<file path="config.mk">
export PLATFORM = sky130hd
export DESIGN_NAME = sli_top
export DESIGN_NICKNAME = d
export VERILOG_FILES = /design/src/sli_pkg.sv /design/src/sli_top.sv
export VERILOG_INCLUDE_DIRS = /design/src
export SDC_FILE = /design/constraint.sdc
export NUM_CORES = 1
export LEC_CHECK = 0
export BUFFER_PORTS_ARGS = -buffer_cell sky130_fd_sc_hd__buf_4
export CAP_MARGIN = 10
export CORE_MARGIN = 1
export CORE_UTILIZATION = 45
export CTS_CLUSTER_SIZE = 10
export DETAILED_ROUTE_END_ITERATION = 10
export PLACE_DENSITY = 0.69
export SLEW_MARGIN = 0
export SYNTH_ARGS = -nofsm -noshare
export SYNTH_HDL_FRONTEND = slang
export SYNTH_SLANG_ARGS = --single-unit
</file>
<file path="constraint.sdc">
create_clock -name CLOCK -period 3.75 [get_ports CLOCK]
set_input_delay 0.375 -clock CLOCK [delete_from_list [all_inputs] [get_ports CLOCK]]
set_output_delay 0.375 -clock CLOCK [all_outputs]
set_load 0.02 [all_outputs]
</file>
<file path="src/sli_map.svh">
// register offsets, field positions, reset values and timing counts
`ifndef SLI_MAP_SVH
`define SLI_MAP_SVH
`define SLI_OFF_CTRL 5'h00
`define SLI_OFF_STATUS 5'h04
`define SLI_OFF_MASK 5'h08
`define SLI_OFF_IRQ 5'h0C
`define SLI_CTRL_SEL0 0
`define SLI_CTRL_VAL0 1
`define SLI_CTRL_SEL1 2
`define SLI_CTRL_VAL1 3
`define SLI_CTRL_RST 4'h0
`define SLI_MASK_RST 4'h0
`define SLI_IRQ_WAKE 0
`define SLI_IRQ_LINK 1
`define SLI_IRQ_SLEEP 2
`define SLI_IRQ_TEST 3
`define SLI_PULSE_NS 6000000
`define SLI_CLK_NS 10
`define SLI_PULSE_CYC (`SLI_PULSE_NS / `SLI_CLK_NS)
`endif

</file>
<file path="src/sli_pkg.sv">
// types of the status indicator block
package sli_pkg;
  typedef enum logic [2:0] {
    SLI_RUN = 3'b001,
    SLI_STANDBY = 3'b010,
    SLI_SCAN = 3'b100
  } sli_mode_t;
endpackage

</file>
<file path="src/sli_top.sv">
// status indicators, activity leds, wakeup and sleep/test mode logic
//
// The placing of the registers and register access over AXI4-Lite were chosen for this implementation.
`timescale 1ns/1ps
`default_nettype none
`include "sli_map.svh"
module sli_top #(
  parameter int unsigned PULSE_CYC = `SLI_PULSE_CYC
) (
  // clock and reset
  input wire logic CLOCK,
  input wire logic RESET,
  // axi4-lite write
  input wire logic [4:0] AWADDR,
  input wire logic AWVALID,
  output logic AWREADY,
  input wire logic [31:0] WDATA,
  input wire logic [3:0] WSTRB,
  input wire logic WVALID,
  output logic WREADY,
  output logic [1:0] BRESP,
  output logic BVALID,
  input wire logic BREADY,
  // axi4-lite read
  input wire logic [4:0] ARADDR,
  input wire logic ARVALID,
  output logic ARREADY,
  output logic [31:0] RDATA,
  output logic [1:0] RRESP,
  output logic RVALID,
  input wire logic RREADY,
  // events from receiver, transmitter, collision detector and bus
  input wire logic LINK_PULSES_OK,
  input wire logic RX_BUS_ACCESS,
  input wire logic RX_PACKET,
  input wire logic RX_OWN_PACKET,
  input wire logic TX_PACKET,
  input wire logic COLLISION,
  input wire logic RX_LINE_ACTIVE,
  input wire logic WAKE_FRAME,
  // mode inputs
  input wire logic SLEEP_N,
  input wire logic STANDBY_SEL,
  input wire logic TEST_N,
  // indicator outputs, open drain: pin low while oe high
  output logic LINK_GOOD_INDICATOR_OE,
  output logic BUS_ACTIVITY_INDICATOR_OE,
  output logic NETWORK_ACTIVITY_LED_OE,
  output logic NODE_ACTIVITY_LED_OE,
  // mode, wakeup and interrupt outputs
  output logic WAKEUP_OUTPUT,
  output logic SCAN_MODE,
  output logic SUSPEND,
  output logic STANDBY,
  output logic IRQ
);

  typedef struct packed {
    logic aw_got;
    logic [4:0] aw_addr;
    logic w_got;
    logic [31:0] w_data;
    logic [3:0] w_strb;
    logic bvalid;
    logic [1:0] bresp;
    logic rvalid;
    logic [31:0] rdata;
    logic [1:0] rresp;
    logic [3:0] ctrl;
    logic [3:0] status;
    logic [3:0] mask;
    logic [22:0] net_cnt;
    logic [22:0] node_cnt;
    logic wake;
    logic link_q;
    logic sleep_q;
    logic test_q;
    sli_pkg::sli_mode_t mode;
    logic net_oe;
    logic node_oe;
    logic link_oe;
    logic bus_oe;
  } sli_state_t;

  sli_state_t st_r;
  sli_state_t st_nxt;

  localparam logic [22:0] PULSE_LOAD = 23'(PULSE_CYC);

  function automatic logic reg_hit(input logic [4:0] a, input logic [4:0] off);
    reg_hit = (a[4:2] == off[4:2]);
  endfunction

  function automatic logic [22:0] pulse_step(input logic [22:0] cnt,
                                             input logic trig);
    if (trig) begin
      pulse_step = PULSE_LOAD;
    end else if (cnt != 23'h000000) begin
      pulse_step = cnt - 23'h000001;
    end else begin
      pulse_step = 23'h000000;
    end
  endfunction

  logic [3:0] ev;
  logic net_trig;
  logic node_trig;
  logic do_write;
  logic do_read;

  always_comb begin
    st_nxt = st_r;
    net_trig = RX_PACKET | TX_PACKET | COLLISION;
    node_trig = RX_OWN_PACKET | TX_PACKET;
    // mode: scan overrides sleep; the sleep flavour is picked by a strap
    st_nxt.test_q = TEST_N;
    st_nxt.sleep_q = SLEEP_N;
    if (!TEST_N) begin
      st_nxt.mode = sli_pkg::SLI_SCAN;
    end else if (!SLEEP_N && STANDBY_SEL) begin
      st_nxt.mode = sli_pkg::SLI_STANDBY;
    end else begin
      st_nxt.mode = sli_pkg::SLI_RUN;
    end
    ev = 4'h0;
    ev[`SLI_IRQ_WAKE] = WAKE_FRAME & ~st_r.wake;
    ev[`SLI_IRQ_LINK] = LINK_PULSES_OK ^ st_r.link_q;
    ev[`SLI_IRQ_SLEEP] = st_r.sleep_q & ~SLEEP_N;
    ev[`SLI_IRQ_TEST] = st_r.test_q & ~TEST_N;
    st_nxt.link_q = LINK_PULSES_OK;
    // wakeup holds until software reads status; receiver stays live in standby
    if (WAKE_FRAME) begin
      st_nxt.wake = 1'b1;
    end
    // pulse timers retrigger; cleared in standby, scan and suspend
    if (st_r.mode == sli_pkg::SLI_RUN && SLEEP_N) begin
      st_nxt.net_cnt = pulse_step(st_r.net_cnt,
                                  net_trig);
      st_nxt.node_cnt = pulse_step(st_r.node_cnt,
                                   node_trig);
    end else begin
      st_nxt.net_cnt = 23'h000000;
      st_nxt.node_cnt = 23'h000000;
    end
    if (st_r.mode == sli_pkg::SLI_STANDBY) begin
      st_nxt.net_oe = RX_LINE_ACTIVE;
    end else begin
      st_nxt.net_oe = (st_nxt.net_cnt != 23'h000000);
    end
    st_nxt.node_oe = (st_nxt.node_cnt != 23'h000000);
    st_nxt.link_oe = st_r.ctrl[`SLI_CTRL_SEL0] ?
                     st_r.ctrl[`SLI_CTRL_VAL0] :
                     LINK_PULSES_OK;
    st_nxt.bus_oe = st_r.ctrl[`SLI_CTRL_SEL1] ?
                    st_r.ctrl[`SLI_CTRL_VAL1] :
                    RX_BUS_ACCESS;
    // axi4-lite slave: address and data taken in either order
    if (AWVALID && AWREADY) begin
      st_nxt.aw_got = 1'b1;
      st_nxt.aw_addr = AWADDR;
    end
    if (WVALID && WREADY) begin
      st_nxt.w_got = 1'b1;
      st_nxt.w_data = WDATA;
      st_nxt.w_strb = WSTRB;
    end
    do_write = st_r.aw_got && st_r.w_got && !st_r.bvalid;
    if (do_write) begin
      st_nxt.aw_got = 1'b0;
      st_nxt.w_got = 1'b0;
      st_nxt.bvalid = 1'b1;
      st_nxt.bresp = 2'h0;
      if (reg_hit(st_r.aw_addr, `SLI_OFF_CTRL)) begin
        if (st_r.w_strb[0]) begin
          st_nxt.ctrl = st_r.w_data[3:0];
        end
      end else if (reg_hit(st_r.aw_addr, `SLI_OFF_MASK)) begin
        if (st_r.w_strb[0]) begin
          st_nxt.mask = st_r.w_data[3:0];
        end
      end else if (!reg_hit(st_r.aw_addr, `SLI_OFF_STATUS) &&
                   !reg_hit(st_r.aw_addr, `SLI_OFF_IRQ)) begin
        st_nxt.bresp = 2'h2;
      end
    end
    if (st_r.bvalid && BREADY) begin
      st_nxt.bvalid = 1'b0;
    end
    do_read = ARVALID && ARREADY;
    if (do_read) begin
      st_nxt.rvalid = 1'b1;
      st_nxt.rresp = 2'h0;
      st_nxt.rdata = 32'h00000000;
      if (reg_hit(ARADDR, `SLI_OFF_CTRL)) begin
        st_nxt.rdata[3:0] = st_r.ctrl;
      end else if (reg_hit(ARADDR, `SLI_OFF_STATUS)) begin
        st_nxt.rdata[3:0] = st_r.status;
        st_nxt.status = 4'h0;
        st_nxt.wake = WAKE_FRAME;
      end else if (reg_hit(ARADDR, `SLI_OFF_MASK)) begin
        st_nxt.rdata[3:0] = st_r.mask;
      end else if (reg_hit(ARADDR, `SLI_OFF_IRQ)) begin
        st_nxt.rdata[2:0] = st_r.mode;
      end else begin
        st_nxt.rresp = 2'h2;
      end
    end
    if (st_r.rvalid && RREADY) begin
      st_nxt.rvalid = 1'b0;
    end
    // new events win over the clear-on-read
    st_nxt.status = st_nxt.status | ev;
  end

  always_ff @(posedge CLOCK or posedge RESET) begin
    if (RESET) begin
      st_r <= '0;
      st_r.ctrl <= `SLI_CTRL_RST;
      st_r.mask <= `SLI_MASK_RST;
      st_r.mode <= sli_pkg::SLI_RUN;
      st_r.sleep_q <= 1'b1;
      st_r.test_q <= 1'b1;
    end else begin
      st_r <= st_nxt;
    end
  end

  // one outstanding write and one read; handshake outputs come straight from registered state
  assign AWREADY = !st_r.aw_got;
  assign WREADY = !st_r.w_got;
  assign BVALID = st_r.bvalid;
  assign BRESP = st_r.bresp;
  assign ARREADY = !st_r.rvalid;
  assign RVALID = st_r.rvalid;
  assign RDATA = st_r.rdata;
  assign RRESP = st_r.rresp;

  assign LINK_GOOD_INDICATOR_OE = st_r.link_oe;
  assign BUS_ACTIVITY_INDICATOR_OE = st_r.bus_oe;
  assign NETWORK_ACTIVITY_LED_OE = st_r.net_oe;
  assign NODE_ACTIVITY_LED_OE = st_r.node_oe;
  assign WAKEUP_OUTPUT = st_r.wake;
  assign SCAN_MODE = (st_r.mode == sli_pkg::SLI_SCAN);
  assign STANDBY = (st_r.mode == sli_pkg::SLI_STANDBY);
  assign SUSPEND = !st_r.sleep_q && (st_r.mode == sli_pkg::SLI_RUN);
  assign IRQ = |(st_r.status & st_r.mask);

  a_link_follow: assert property (@(posedge CLOCK)
    disable iff (RESET)
    !st_r.ctrl[`SLI_CTRL_SEL0] |=>
      LINK_GOOD_INDICATOR_OE == $past(LINK_PULSES_OK))
    else $error("link indicator does not follow link pulses");
  a_link_host: assert property (@(posedge CLOCK)
    disable iff (RESET)
    st_r.ctrl[`SLI_CTRL_SEL0] |=>
      LINK_GOOD_INDICATOR_OE == $past(st_r.ctrl[`SLI_CTRL_VAL0]))
    else $error("link indicator ignores host value");
  a_bus_follow: assert property (@(posedge CLOCK)
    disable iff (RESET)
    !st_r.ctrl[`SLI_CTRL_SEL1] |=>
      BUS_ACTIVITY_INDICATOR_OE == $past(RX_BUS_ACCESS))
    else $error("bus indicator does not follow bus access");
  a_bus_host: assert property (@(posedge CLOCK)
    disable iff (RESET)
    st_r.ctrl[`SLI_CTRL_SEL1] |=>
      BUS_ACTIVITY_INDICATOR_OE == $past(st_r.ctrl[`SLI_CTRL_VAL1]))
    else $error("bus indicator ignores host value");
  a_net_pulse: assert property (@(posedge CLOCK)
    disable iff (RESET)
    (st_r.mode == sli_pkg::SLI_RUN && SLEEP_N && TEST_N && RX_PACKET)
      |=> NETWORK_ACTIVITY_LED_OE && st_r.net_cnt == PULSE_LOAD)
    else $error("network led pulse not started");
  a_net_standby: assert property (@(posedge CLOCK)
    disable iff (RESET)
    st_r.mode == sli_pkg::SLI_STANDBY |=>
      NETWORK_ACTIVITY_LED_OE == $past(RX_LINE_ACTIVE))
    else $error("network led does not follow line in standby");
  a_node_pulse: assert property (@(posedge CLOCK)
    disable iff (RESET)
    (st_r.mode == sli_pkg::SLI_RUN && SLEEP_N && TX_PACKET)
      |=> NODE_ACTIVITY_LED_OE && st_r.node_cnt == PULSE_LOAD)
    else $error("node led pulse not started");
  a_wake_out: assert property (@(posedge CLOCK)
    disable iff (RESET)
    WAKE_FRAME |=> WAKEUP_OUTPUT)
    else $error("wakeup output missed a wakeup frame");
  a_scan_mode: assert property (@(posedge CLOCK)
    disable iff (RESET)
    !TEST_N |=> SCAN_MODE && !STANDBY)
    else $error("scan mode not entered");
  a_pulse_end: assert property (@(posedge CLOCK)
    disable iff (RESET)
    (st_r.net_cnt == 23'h000001 && !net_trig && st_r.mode == sli_pkg::SLI_RUN
     && SLEEP_N && TEST_N) |=> !NETWORK_ACTIVITY_LED_OE)
    else $error("network led pulse too long");

endmodule
`default_nettype wire

</file>
==> impl_results.md, run 1 <==
- Outcome: completed
- Post-synthesis instance area: 4580 um2
- Fmax: 333 MHz
- Yosys cell types: 54
- I/O Buffers: 48
- Initial antenna violation count: 0
- Nets: 570
- Die width: 103 um
- Worst EP arrival: 3.23 ns
- Combinational share of power: 27.5%
- Mean Syn Cell Area: 10.0 um2
- RePlAce Congestion: 0.809
- Met2 wire length: 4320 um
- GRT overflow: 0
- Post-Route Setup TNS: 0 ns
- Avg Vias per Cell: 5.19
- Critical path startpoint category: flip-flop
- Critical Path End Type: flip-flop
- HP Class: input pin to flip-flop
- Post-route ant nets: 0
- Setup CP Type: flip-flop to flip-flop
- Drt drc: 0
- Met3 WL: 223 um
- Switching pwr: 0.838 mW
- Non-Filler Instances: 640
- Largest net degree at the start of global routing: 63
- Final Critical Period: 3.00 ns
- Drt total wl: 8980 um
- Dpl hpwl: 6600 um
- Top FF cell, synth: dfrtp_1
- Setup Fix Bufs, Post-CTS: 0
- Fin. Hold Viols: 0
- Pint: 1.74 mW
- Worst-path clk slew: 0.09 ns
- Cells after synthesis: 456
- Clock latency on the worst-skew pair: 0.37 ns
- PostCTS Resize Cnt: 0
- DR top layer: met4
- Vias in the first global route: 3283
- Yosys reg bits: 87
- Maximum root-to-sink buffer count: 2
- CTS tree: done
- Crit path max fanout: 8
- Ys async rst share: 100%
- RSZ-0062 raised after global routing: no
- Slew headroom: 31.2%
- Lkg Pwr: 2.53 nW
- First-pass GRT wire length: 15300 um
- Switching Fraction: 32.5%
- Root Driver: clkbuf_8
- DR pass1 iterations: 4
- Initial DRC Count: 101
- Post-synthesis sequential area ratio: 47.6%
- Io pins: 114
- P&R area growth vs syn: 12.3%
- Hold slack: 0.128 ns
- Starting density of the core: 46.7%
- Data required time at the worst endpoint: 3.98 ns
- Slew Viols, Final: 0
- Wire per inst: 14.0 um
- Max_cap viols: 0
- Clock sink count: 87
- Dpl cells: 624
- Synthesis warning total: 0
- EDFF count, synth: 0
- Total CTS buffers: 9
- H-tree lvl count: 3
- Row cnt: 36
- N_diodes: 0
- Die ar.: 10600 um2
- Share of cells above drive strength 1: 21.1%
- Clock Power Share: 26.0%
- DRT met1 WL: 4280 um
- Total Routing Usage GR: 18.8%
- Worst Max-Slew Pin Slew: 1.03 ns
- Vias: 3320
- Die Y: 103 um
- Core footprint: 9820 um2
- Tcrit/Tclk final: 80.1%
- Max IR drop VDD: 0.224 mV
- Clock skew: 0.0128 ns
- Post-CTS Hold Fix Bufs: 0
- P per Cell Area: 502 nW/um2
- Final Setup Violations: 0
- Sequential Power Share: 46.5%
synth_stat cells (3+ instances only):
library cell  number  area, um2
a21oi_1           19       95.1
a22o_1             6       52.6
a22oi_1            3       22.5
a31oi_1            4       25.0
and3_1             5       31.3
buf_2              7       35.0
buf_4             36        270
clkbuf_1           5       18.8
dfrtp_1           84       2100
dfstp_2            3       78.8
ha_1               4       50.1
inv_1             16       60.1
mux2_2            20        225
mux4_2             3       67.6
nand2_1           32        120
nand3_1            5       25.0
nand3b_1           4       30.0
nand4_1            5       31.3
nor2_1            58        218
nor2b_1            4       25.0
nor3_1            16       80.1
nor3b_1            3       22.5
nor4_1            12       75.1
nor4b_1            4       35.0
o21ai_0           12       60.1
o31ai_1            3       22.5
or3_1              7       43.8
or4_1              6       45.0
xnor2_1           29        254
xor2_1            13        114
power groups by stage:
stage	combinational [mW]	clock, mW	sequential [mW]
floorplan	0.545	0	1.21
global placement	0.700	0	1.21
global route	0.786	0.719	1.23
detailed placement	0.714	0	1.22
finish	0.710	0.672	1.20
CTS	0.718	0.692	1.20
worst paths after layout:
kind                           from                   end  slack [ns]  cells past startpoint
max                        st_r[17]  NODE_ACTIVITY_LED_OE        0.75                      7
min                         SLEEP_N               st_r[8]        0.13                      1
max reg2reg                st_r[17]  NODE_ACTIVITY_LED_OE        0.75                      7
min reg2reg                st_r[34]              st_r[34]        0.49                      1
max in group asynchronous     RESET              st_r[39]        2.60                      3
min in group asynchronous     RESET                RVALID        0.21                      2
area by class of cell:
cell class	count	area, um2
Timing Repair Buffer	54	405
Fill cell	911	4670
Clock inverter	7	81.3
Inverter	16	61.3
Sequential cell	87	2180
Tap cell	133	166
Clock buffer	9	124
Multi-Input combinational cell	334	2130
placed cells by master, fill, tap and decap left out, types with 5 or more instances in the layout:
cell type,synthesis,routed
or3_1,7,7
a22o_1,6,6
buf_4,36,54
nand4_1,5,5
nor4_1,12,12
mux2_2,20,20
a21oi_1,19,19
xnor2_1,29,29
nand3_1,5,5
nor2_1,58,58
conb_1,1,30
or4_1,6,6
inv_1,16,15
nor3_1,16,16
and3_1,5,5
xor2_1,13,13
dfrtp_1,84,84
o21ai_0,12,12
clkbuf_8,0,9
nand2_1,32,32
state kept, by name, summed over array words and instances, names as in the netlist:
register / flops
WAKEUP_OUTPUT: 1
RDATA: 4
NODE_ACTIVITY_LED_OE: 1
LINK_GOOD_INDICATOR_OE: 1
BRESP: 1
BVALID: 1
BUS_ACTIVITY_INDICATOR_OE: 1
NETWORK_ACTIVITY_LED_OE: 1
RRESP: 1
st_r: 74
RVALID: 1
per-stage QoR:
step | cell area [um2] | power [mW] | worst slack [ns] | utilization (%)
floorplan | 4690 | 1.75 | 1.05 | -
global placement | 4940 | 1.91 | 0.771 | 50.3
detailed placement | 4940 | 1.93 | 0.751 | 50.3
CTS | 5140 | 2.61 | 0.735 | 52.4
global route | 5140 | 2.73 | 0.518 | 52.4
finish | 5140 | 2.58 | 0.747 | 52.4
per-layer routing:
| metal | vias to the layer above | global-route usage (%) |
|---|---|---|
| li1 | 1624 | - |
| met1 | 1633 | 25.1 |
| met2 | 49 | 30.8 |
| met3 | 14 | 3.46 |
| met4 | 0 | 6.83 |
| met5 | - | 0 |
cells by family (layout without fill, tap and decap cells):
family          Yosys count  after routing  share of synthesized area (%)
flops                    87             87                           47.6
fa+ha+maj                 4              4                           1.09
mux                      25             25                           6.83
xor+xnor                 42             42                           8.03
simple gates            174            174                           19.7
buf+inv                  64             86                           8.38
other cells               1             30                         0.0818
compound gates           59             59                           8.33
critical path, stage by stage (launching register included):
cell	delay, ns
dfrtp_1	0.41
or4_1	0.56
nor4_1	0.34
nand3_1	0.25
o31ai_2	0.60
a21oi_1	0.16
nor4_1	0.39
nand4_1	0.16
(Power assumes the default switching activity.)
==> run 2: changes to the inputs <==
--- a/config.mk
+++ b/config.mk
@@ -12,7 +12,7 @@
 export CORE_UTILIZATION = 45
 export CTS_CLUSTER_SIZE = 10
 export DETAILED_ROUTE_END_ITERATION = 10
-export PLACE_DENSITY = 0.69
+export PLACE_DENSITY = 0.72
 export SLEW_MARGIN = 0
 export SYNTH_ARGS = -nofsm -noshare
 export SYNTH_HDL_FRONTEND = slang
==> constraint.sdc (replaced) <==
create_clock -name CLOCK -period 2.4 [get_ports CLOCK]
set_input_delay 0.24 -clock CLOCK [delete_from_list [all_inputs] [get_ports CLOCK]]
set_output_delay 0.24 -clock CLOCK [all_outputs]
set_load 0.02 [all_outputs]
==> run 2 against run 1 <==
Against the previous run: the run now ends with setup timing left; critical path depth unchanged; hold slack got worse by 0.094 ns; fmax increased by 16%; critical endpoint is now NETWORK_ACTIVITY_LED_OE; highest routed layer unchanged.
==> impl_results.md, run 2 (same netlist as run 1, synthesis figures left out) <==
- DR pass1 iterations: 4 (unchanged)
- Switching Fraction: 31.6% (-0.90 points)
- Initial antenna violation count: 0 (unchanged)
- Met1 usage: 25.5% (+0.37 points)
- Clock skew: 0.0142 ns (+0.00130 ns)
- Largest net degree at the start of global routing: 70 (+11%)
- Final setup margin: -0.184 ns (-0.931 ns)
- Worst Max-Slew Pin Slew: 0.894 ns (-0.138 ns)
- RePlAce Congestion: 0.906 (+12%)
- Commonest non-fill, non-tap cell in the layout: buf_4
- Final Critical Period: 2.58 ns (-0.419 ns)
- Critical path startpoint category: flip-flop
- Post-route ant nets: 0 (unchanged)
- HP Class: input pin to flip-flop
- Drt drc: 0 (unchanged)
- GRT overflow: 0 (unchanged)
- Pint: 3.10 mW (+78%)
- Total CTS buffers: 9 (unchanged)
- Row cnt: 36 (unchanged)
- Combinational share of power: 29.6% (+2.1 points)
- CTS tree: done
- Switching pwr: 1.43 mW (+71%)
- Io pins: 114 (unchanged)
- Tcrit/Tclk final: 108% (+28 points)
- Core footprint: 9820 um2 (unchanged)
- Maximum root-to-sink buffer count: 2 (unchanged)
- Initial DRC Count: 184 (+82%)
- Data required time at the worst endpoint: 2.63 ns (-1.35 ns)
- Worst-path clk slew: 0.09 ns (about the same)
- H-tree lvl count: 3 (unchanged)
- Critical Path End Type: flip-flop
- Drt total wl: 10900 um (+21%)
- Max IR drop VDD: 0.481 mV (+120%)
- Vias in the first global route: 3680 (+12%)
- Dpl hpwl: 7640 um (+16%)
- Root Driver: clkbuf_8
- Wire per inst: 15.0 um (+7.0%)
- Share of cells above drive strength 1: 34.5% (+13 points)
- Failing checks: setup timing
- First-pass GRT wire length: 17000 um (+11%)
- Fillcell total: 825 (-9.4%)
- GR peak layer: met2
- Total Routing Usage GR: 21.0% (+2.1 points)
- Fmax: 387 MHz (+16%)
- Routing usage on met3: 4.41% (+0.95 points)
- Clock sink count: 87 (unchanged)
- Most frequent cells in the layout: buf_4 (130), dfrtp_1 (84), nor2_1 (58)
- Clock Power Share: 28.7% (+2.7 points)
- Vias: 3699 (+11%)
- Slew Viols, Final: 0 (unchanged)
- Avg Vias per Cell: 5.11 (-1.5%)
- Utilization after layout: 61.2% (+8.8 points)
- Max FFs per register: 74 (unchanged)
- Die width: 103 um (unchanged)
- Crit path max fanout: 2 (-6)
- I/O Buffers: 48 (unchanged)
- Sequential Power Share: 41.7% (-4.8 points)
- Placed Area: 5540 um2 (+12%)
- Slew headroom: 40.0% (+8.8 points)
- Most flops, register: st_r
- Fin. Hold Viols: 0 (unchanged)
- Storage cell area: 2180 um2 (unchanged)
- Area of the multi-input gates: 2250 um2 (+5.7%)
- Setup CP Type: flip-flop to flip-flop
- P per Cell Area: 754 nW/um2 (+50%)
- Post-route cell area: 6010 um2 (+17%)
- Starting density of the core: 46.7% (unchanged)
- Worst EP arrival: 2.81 ns (-0.42 ns)
- RSZ-0062 raised after global routing: yes
- GRT met2 Usage: 37.1% (+6.3 points)
- Die ar.: 10600 um2 (unchanged)
- Final Setup Violations: 3 (+3)
- N_diodes: 0 (unchanged)
- Die Y: 103 um (unchanged)
- P&R area growth vs syn: 31.2%
- Nets: 654 (+15%)
- Max_cap viols: 0 (unchanged)
- Lkg Pwr: 3.01 nW (+19%)
- Clock latency on the worst-skew pair: 0.36 ns (about the same)
- Outcome: finished, violations left
run 2: critical path: stages (launching register included):
cell	delay [ns]
dfrtp_1	0.40
or4_4	0.55
or4b_4	0.50
or3_4	0.37
o21ai_4	0.17
a31oi_2	0.07
o32ai_2	0.31
o21ai_1	0.11
run 2: per-stage QoR:
step,hold WS (ns),total power [mW],setup TNS (ns),std cells,worst slack [ns]
after detailed placement,0.277,3.18,-0.348,696,-0.183
final,0.0337,4.53,-0.431,724,-0.184
after floorplan,0.244,2.75,-0.347,485,-0.191
after CTS,0.0176,4.50,-0.329,716,-0.187
after global placement,0.278,3.13,-0.160,696,-0.0813
after global routing,0.0121,4.77,-0.806,724,-0.305
run 2: path summary, 6_finish.rpt:
kind	slack, ns	cells after the start	start	to
worst min-delay path	0.03	2	STANDBY_SEL	st_r[4]
worst max register to register	-0.18	7	st_r[47]	NETWORK_ACTIVITY_LED_OE
max in group asynchronous	1.26	4	RESET	st_r[7]
worst max-delay path	-0.18	7	st_r[47]	NETWORK_ACTIVITY_LED_OE
worst min register to register	0.50	1	WAKEUP_OUTPUT	st_r[61]
min in group asynchronous	0.44	3	RESET	st_r[19]
run 2: timing repair:
item                                    4_1_cts  5_1_grt
endpoints found under the hold margin        21        0
endpoints found under the setup margin        4       21
setup buffers                                 0        7
gates resized for setup                       3       17
hold buffers                                  4        0
cloned                                        0        1
pin swaps                                     0        8
run 2: routing by layer:
layer	wire length (um)	vias up	part of all wire, %
li1	-	1778	-
met1	4680	1825	43
met5	0	-	0
met2	5670	81	52
met3	385	15	3.5
met4	121	0	1.1
run 2: power by group through the flow:
stage	logic, mW	clock network, mW	registers [mW]
6_report	1.34	1.30	1.89
5_1_grt	1.46	1.39	1.92
4_1_cts	1.29	1.33	1.88
3_5_place_dp	1.27	0	1.91
3_3_place_gp	1.23	0	1.90
2_1_floorplan	0.870	0	1.88
run 2: area by class of cell:
class                      count  area share, %
sequential                    87           36.3
tap                          133           2.77
clock inverter                 7           2.29
timing repair buffer         138           18.2
clock buffer                   9           2.06
multi-input combinational    334           37.4
inverter                      16           1.06
==> run 3: changes to the inputs <==
--- a/config.mk
+++ b/config.mk
@@ -12,7 +12,7 @@
 export CORE_UTILIZATION = 45
 export CTS_CLUSTER_SIZE = 10
 export DETAILED_ROUTE_END_ITERATION = 10
-export PLACE_DENSITY = 0.72
+export PLACE_DENSITY = 0.69
 export SLEW_MARGIN = 0
 export SYNTH_ARGS = -nofsm -noshare
 export SYNTH_HDL_FRONTEND = slang
==> constraint.sdc (replaced) <==
create_clock -name CLOCK -period 2.45 [get_ports CLOCK]
set_input_delay 0.245 -clock CLOCK [delete_from_list [all_inputs] [get_ports CLOCK]]
set_output_delay 0.245 -clock CLOCK [all_outputs]
set_load 0.02 [all_outputs]
==> run 3 against run 2 <==
Against the previous run: first-iteration DRC count is 18% lower; sequential power decreased by 3%; clock skew shrank 0.0061 ns; critical path depth stayed put; sequential share of layout area grew 1.9 points; via count is 3.5% lower; combinational power decreased by 9%; the flow still finishes with violations (setup timing); sequential cell count unchanged; count of clock-buffer cells in the layout unchanged; final cell count decreased by 2.8%.
==> impl_results.md, run 3 (same netlist as run 1, synthesis figures left out) <==
- CP max stage cell: or4_4
- Outcome: finished, violations left
- Clock sink count: 87 (unchanged)
- Final Setup Violations: 2 (-1)
- Vias: 3568 (-3.5%)
- Core footprint: 9820 um2 (unchanged)
- Slew headroom: 34.5% (-5.5 points)
- P&R area growth vs syn: 24.5%
- Clock skew: 0.00802 ns (-0.00613 ns)
- Worst-path clk slew: 0.09 ns (about the same)
- Vias in the first global route: 3492 (-5.1%)
- Initial antenna violation count: 0 (unchanged)
- N_diodes: 0 (unchanged)
- Post-route ant nets: 0 (unchanged)
- Critical Path End Type: flip-flop
- Final Critical Period: 2.58 ns (-0.00739 ns)
- Drt total wl: 9900 um (-8.9%)
- Nets: 634 (-3.1%)
- Data required time at the worst endpoint: 2.69 ns (+0.06 ns)
- Fmax: 388 MHz (+0.29%)
- Total Routing Usage GR: 19.8% (-1.2 points)
- Commonest non-fill, non-tap cell in the layout: buf_4
- Tcrit/Tclk final: 105% (-2.5 points)
- Die width: 103 um (unchanged)
- Crit path max fanout: 3 (+1)
- Placed Area: 5430 um2 (-2.0%)
- Max_cap viols: 0 (unchanged)
- P per Cell Area: 719 nW/um2 (-4.7%)
- Total CTS buffers: 9 (unchanged)
- Fin. Hold Viols: 0 (unchanged)
- Row cnt: 36 (unchanged)
- RePlAce Congestion: 0.836 (-7.7%)
- Initial DRC Count: 151 (-18%)
- Die ar.: 10600 um2 (unchanged)
- Dpl hpwl: 7300 um (-4.4%)
- Most flops, register: st_r
- Final setup margin: -0.127 ns (+0.0574 ns)
- Die Y: 103 um (unchanged)
- GRT overflow: 0 (unchanged)
- Post-route cell area: 5710 um2 (-5.1%)
- H-tree lvl count: 3 (unchanged)
- Critical path startpoint category: flip-flop
- Share of cells above drive strength 1: 30.6% (-3.9 points)
- Root Driver: clkbuf_8
- DR pass1 iterations: 4 (unchanged)
- Wire per inst: 14.1 um (-6.3%)
- Worst Max-Slew Pin Slew: 0.980 ns (+0.0869 ns)
- Max stage delay on crit path: 0.54 ns (about the same)
- CTS tree: done
- Avg Vias per Cell: 5.07 (-0.80%)
- Maximum root-to-sink buffer count: 2 (unchanged)
- Place WS: -0.157 ns (+0.0261 ns)
- Worst EP arrival: 2.82 ns (about the same)
- Starting density of the core: 46.7% (unchanged)
- I/O Buffers: 48 (unchanged)
- Failing checks: setup timing
- Io pins: 114 (unchanged)
- HP Class: input pin to flip-flop
- Lkg Pwr: 2.85 nW (-5.2%)
- Clock latency on the worst-skew pair: 0.37 ns (about the same)
- Largest net degree at the start of global routing: 46 (-34%)
- Most frequent cells in the layout: buf_4 (113), dfrtp_1 (84), nor2_1 (58)
- Crit path cell chain: or4_4, or4b_4, or3_4, o21ai_4, a31oi_1, o32ai_1, o21ai_1
- Max IR drop VDD: 0.355 mV (-26%)
- Setup CP Type: flip-flop to flip-flop
- First-pass GRT wire length: 16000 um (-5.7%)
- Max FFs per register: 74 (unchanged)
- Drt drc: 0 (unchanged)
- Slew Viols, Final: 0 (unchanged)
- RSZ-0062 raised after global routing: yes
-- run 3: cell type report --
class / count / area [um2]
Fill cell: 889 / 4110
Multi-Input combinational cell: 334 / 2180
Sequential cell: 87 / 2180
Timing Repair Buffer: 118 / 908
Tap cell: 133 / 166
Clock buffer: 9 / 124
Clock inverter: 7 / 80.1
Inverter: 16 / 63.8
-- run 3: power breakdown --
| part | leakage [nW] | internal (mW) | total [mW] | switching, mW |
|---|---|---|---|---|
| sequential | 1.12 | 1.66 | 1.84 | 0.172 |
| clock | 0.102 | 0.486 | 1.05 | 0.566 |
| combinational | 1.63 | 0.610 | 1.22 | 0.605 |
-- run 3: per-stage QoR --
stage	TNS [ns]	utilization (%)	hold slack, ns	std cells	power (mW)
finish	-0.244	58.1	0.0462	704	4.10
global route	-0.437	58.1	0.0458	704	4.33
CTS	-0.232	58.0	0.0320	704	4.13
detailed placement	-0.252	55.3	0.371	683	3.06
global placement	-0.131	55.3	0.368	683	3.02
floorplan	-0.247	-	0.249	485	2.70
-- run 3: path summary, 6_finish.rpt --
path,from,endpoint,slack (ns),cells after the start
max,st_r[47],NETWORK_ACTIVITY_LED_OE,-0.13,7
max in group asynchronous,RESET,st_r[55],1.68,3
min,RREADY,RVALID,0.05,2
max reg2reg,st_r[47],NETWORK_ACTIVITY_LED_OE,-0.13,7
min in group asynchronous,RESET,RDATA[2],0.08,2
min reg2reg,st_r[34],st_r[34],0.48,1
-- run 3: layer usage --
| metal | global-route usage (%) | up-vias | part of all wire [%] |
|---|---|---|---|
| li1 | - | 1744 | - |
| met1 | 25.7 | 1751 | 46 |
| met2 | 32.4 | 59 | 49 |
| met3 | 2.71 | 14 | 2.4 |
| met4 | 10.3 | 0 | 2.1 |
| met5 | 0 | - | 0 |
-- run 3: worst max-delay path, delay by kind of cell, from the launching register on --
kind	cells	cell delay, ns
DFF	1	0.41
and+or+nand+nor	3	1.40
AOI/OAI and AO/OA	4	0.63
-- run 3: what timing repair did --
action | in CTS | in global routing
hold buffers | 4 | 0
pin swaps | 6 | 0
setup endpoints to repair | 2 | 2
gates resized for setup | 3 | 2
hold endpoints to repair | 4 | 0
setup buffers | 1 | 0
gates cloned | 0 | 0
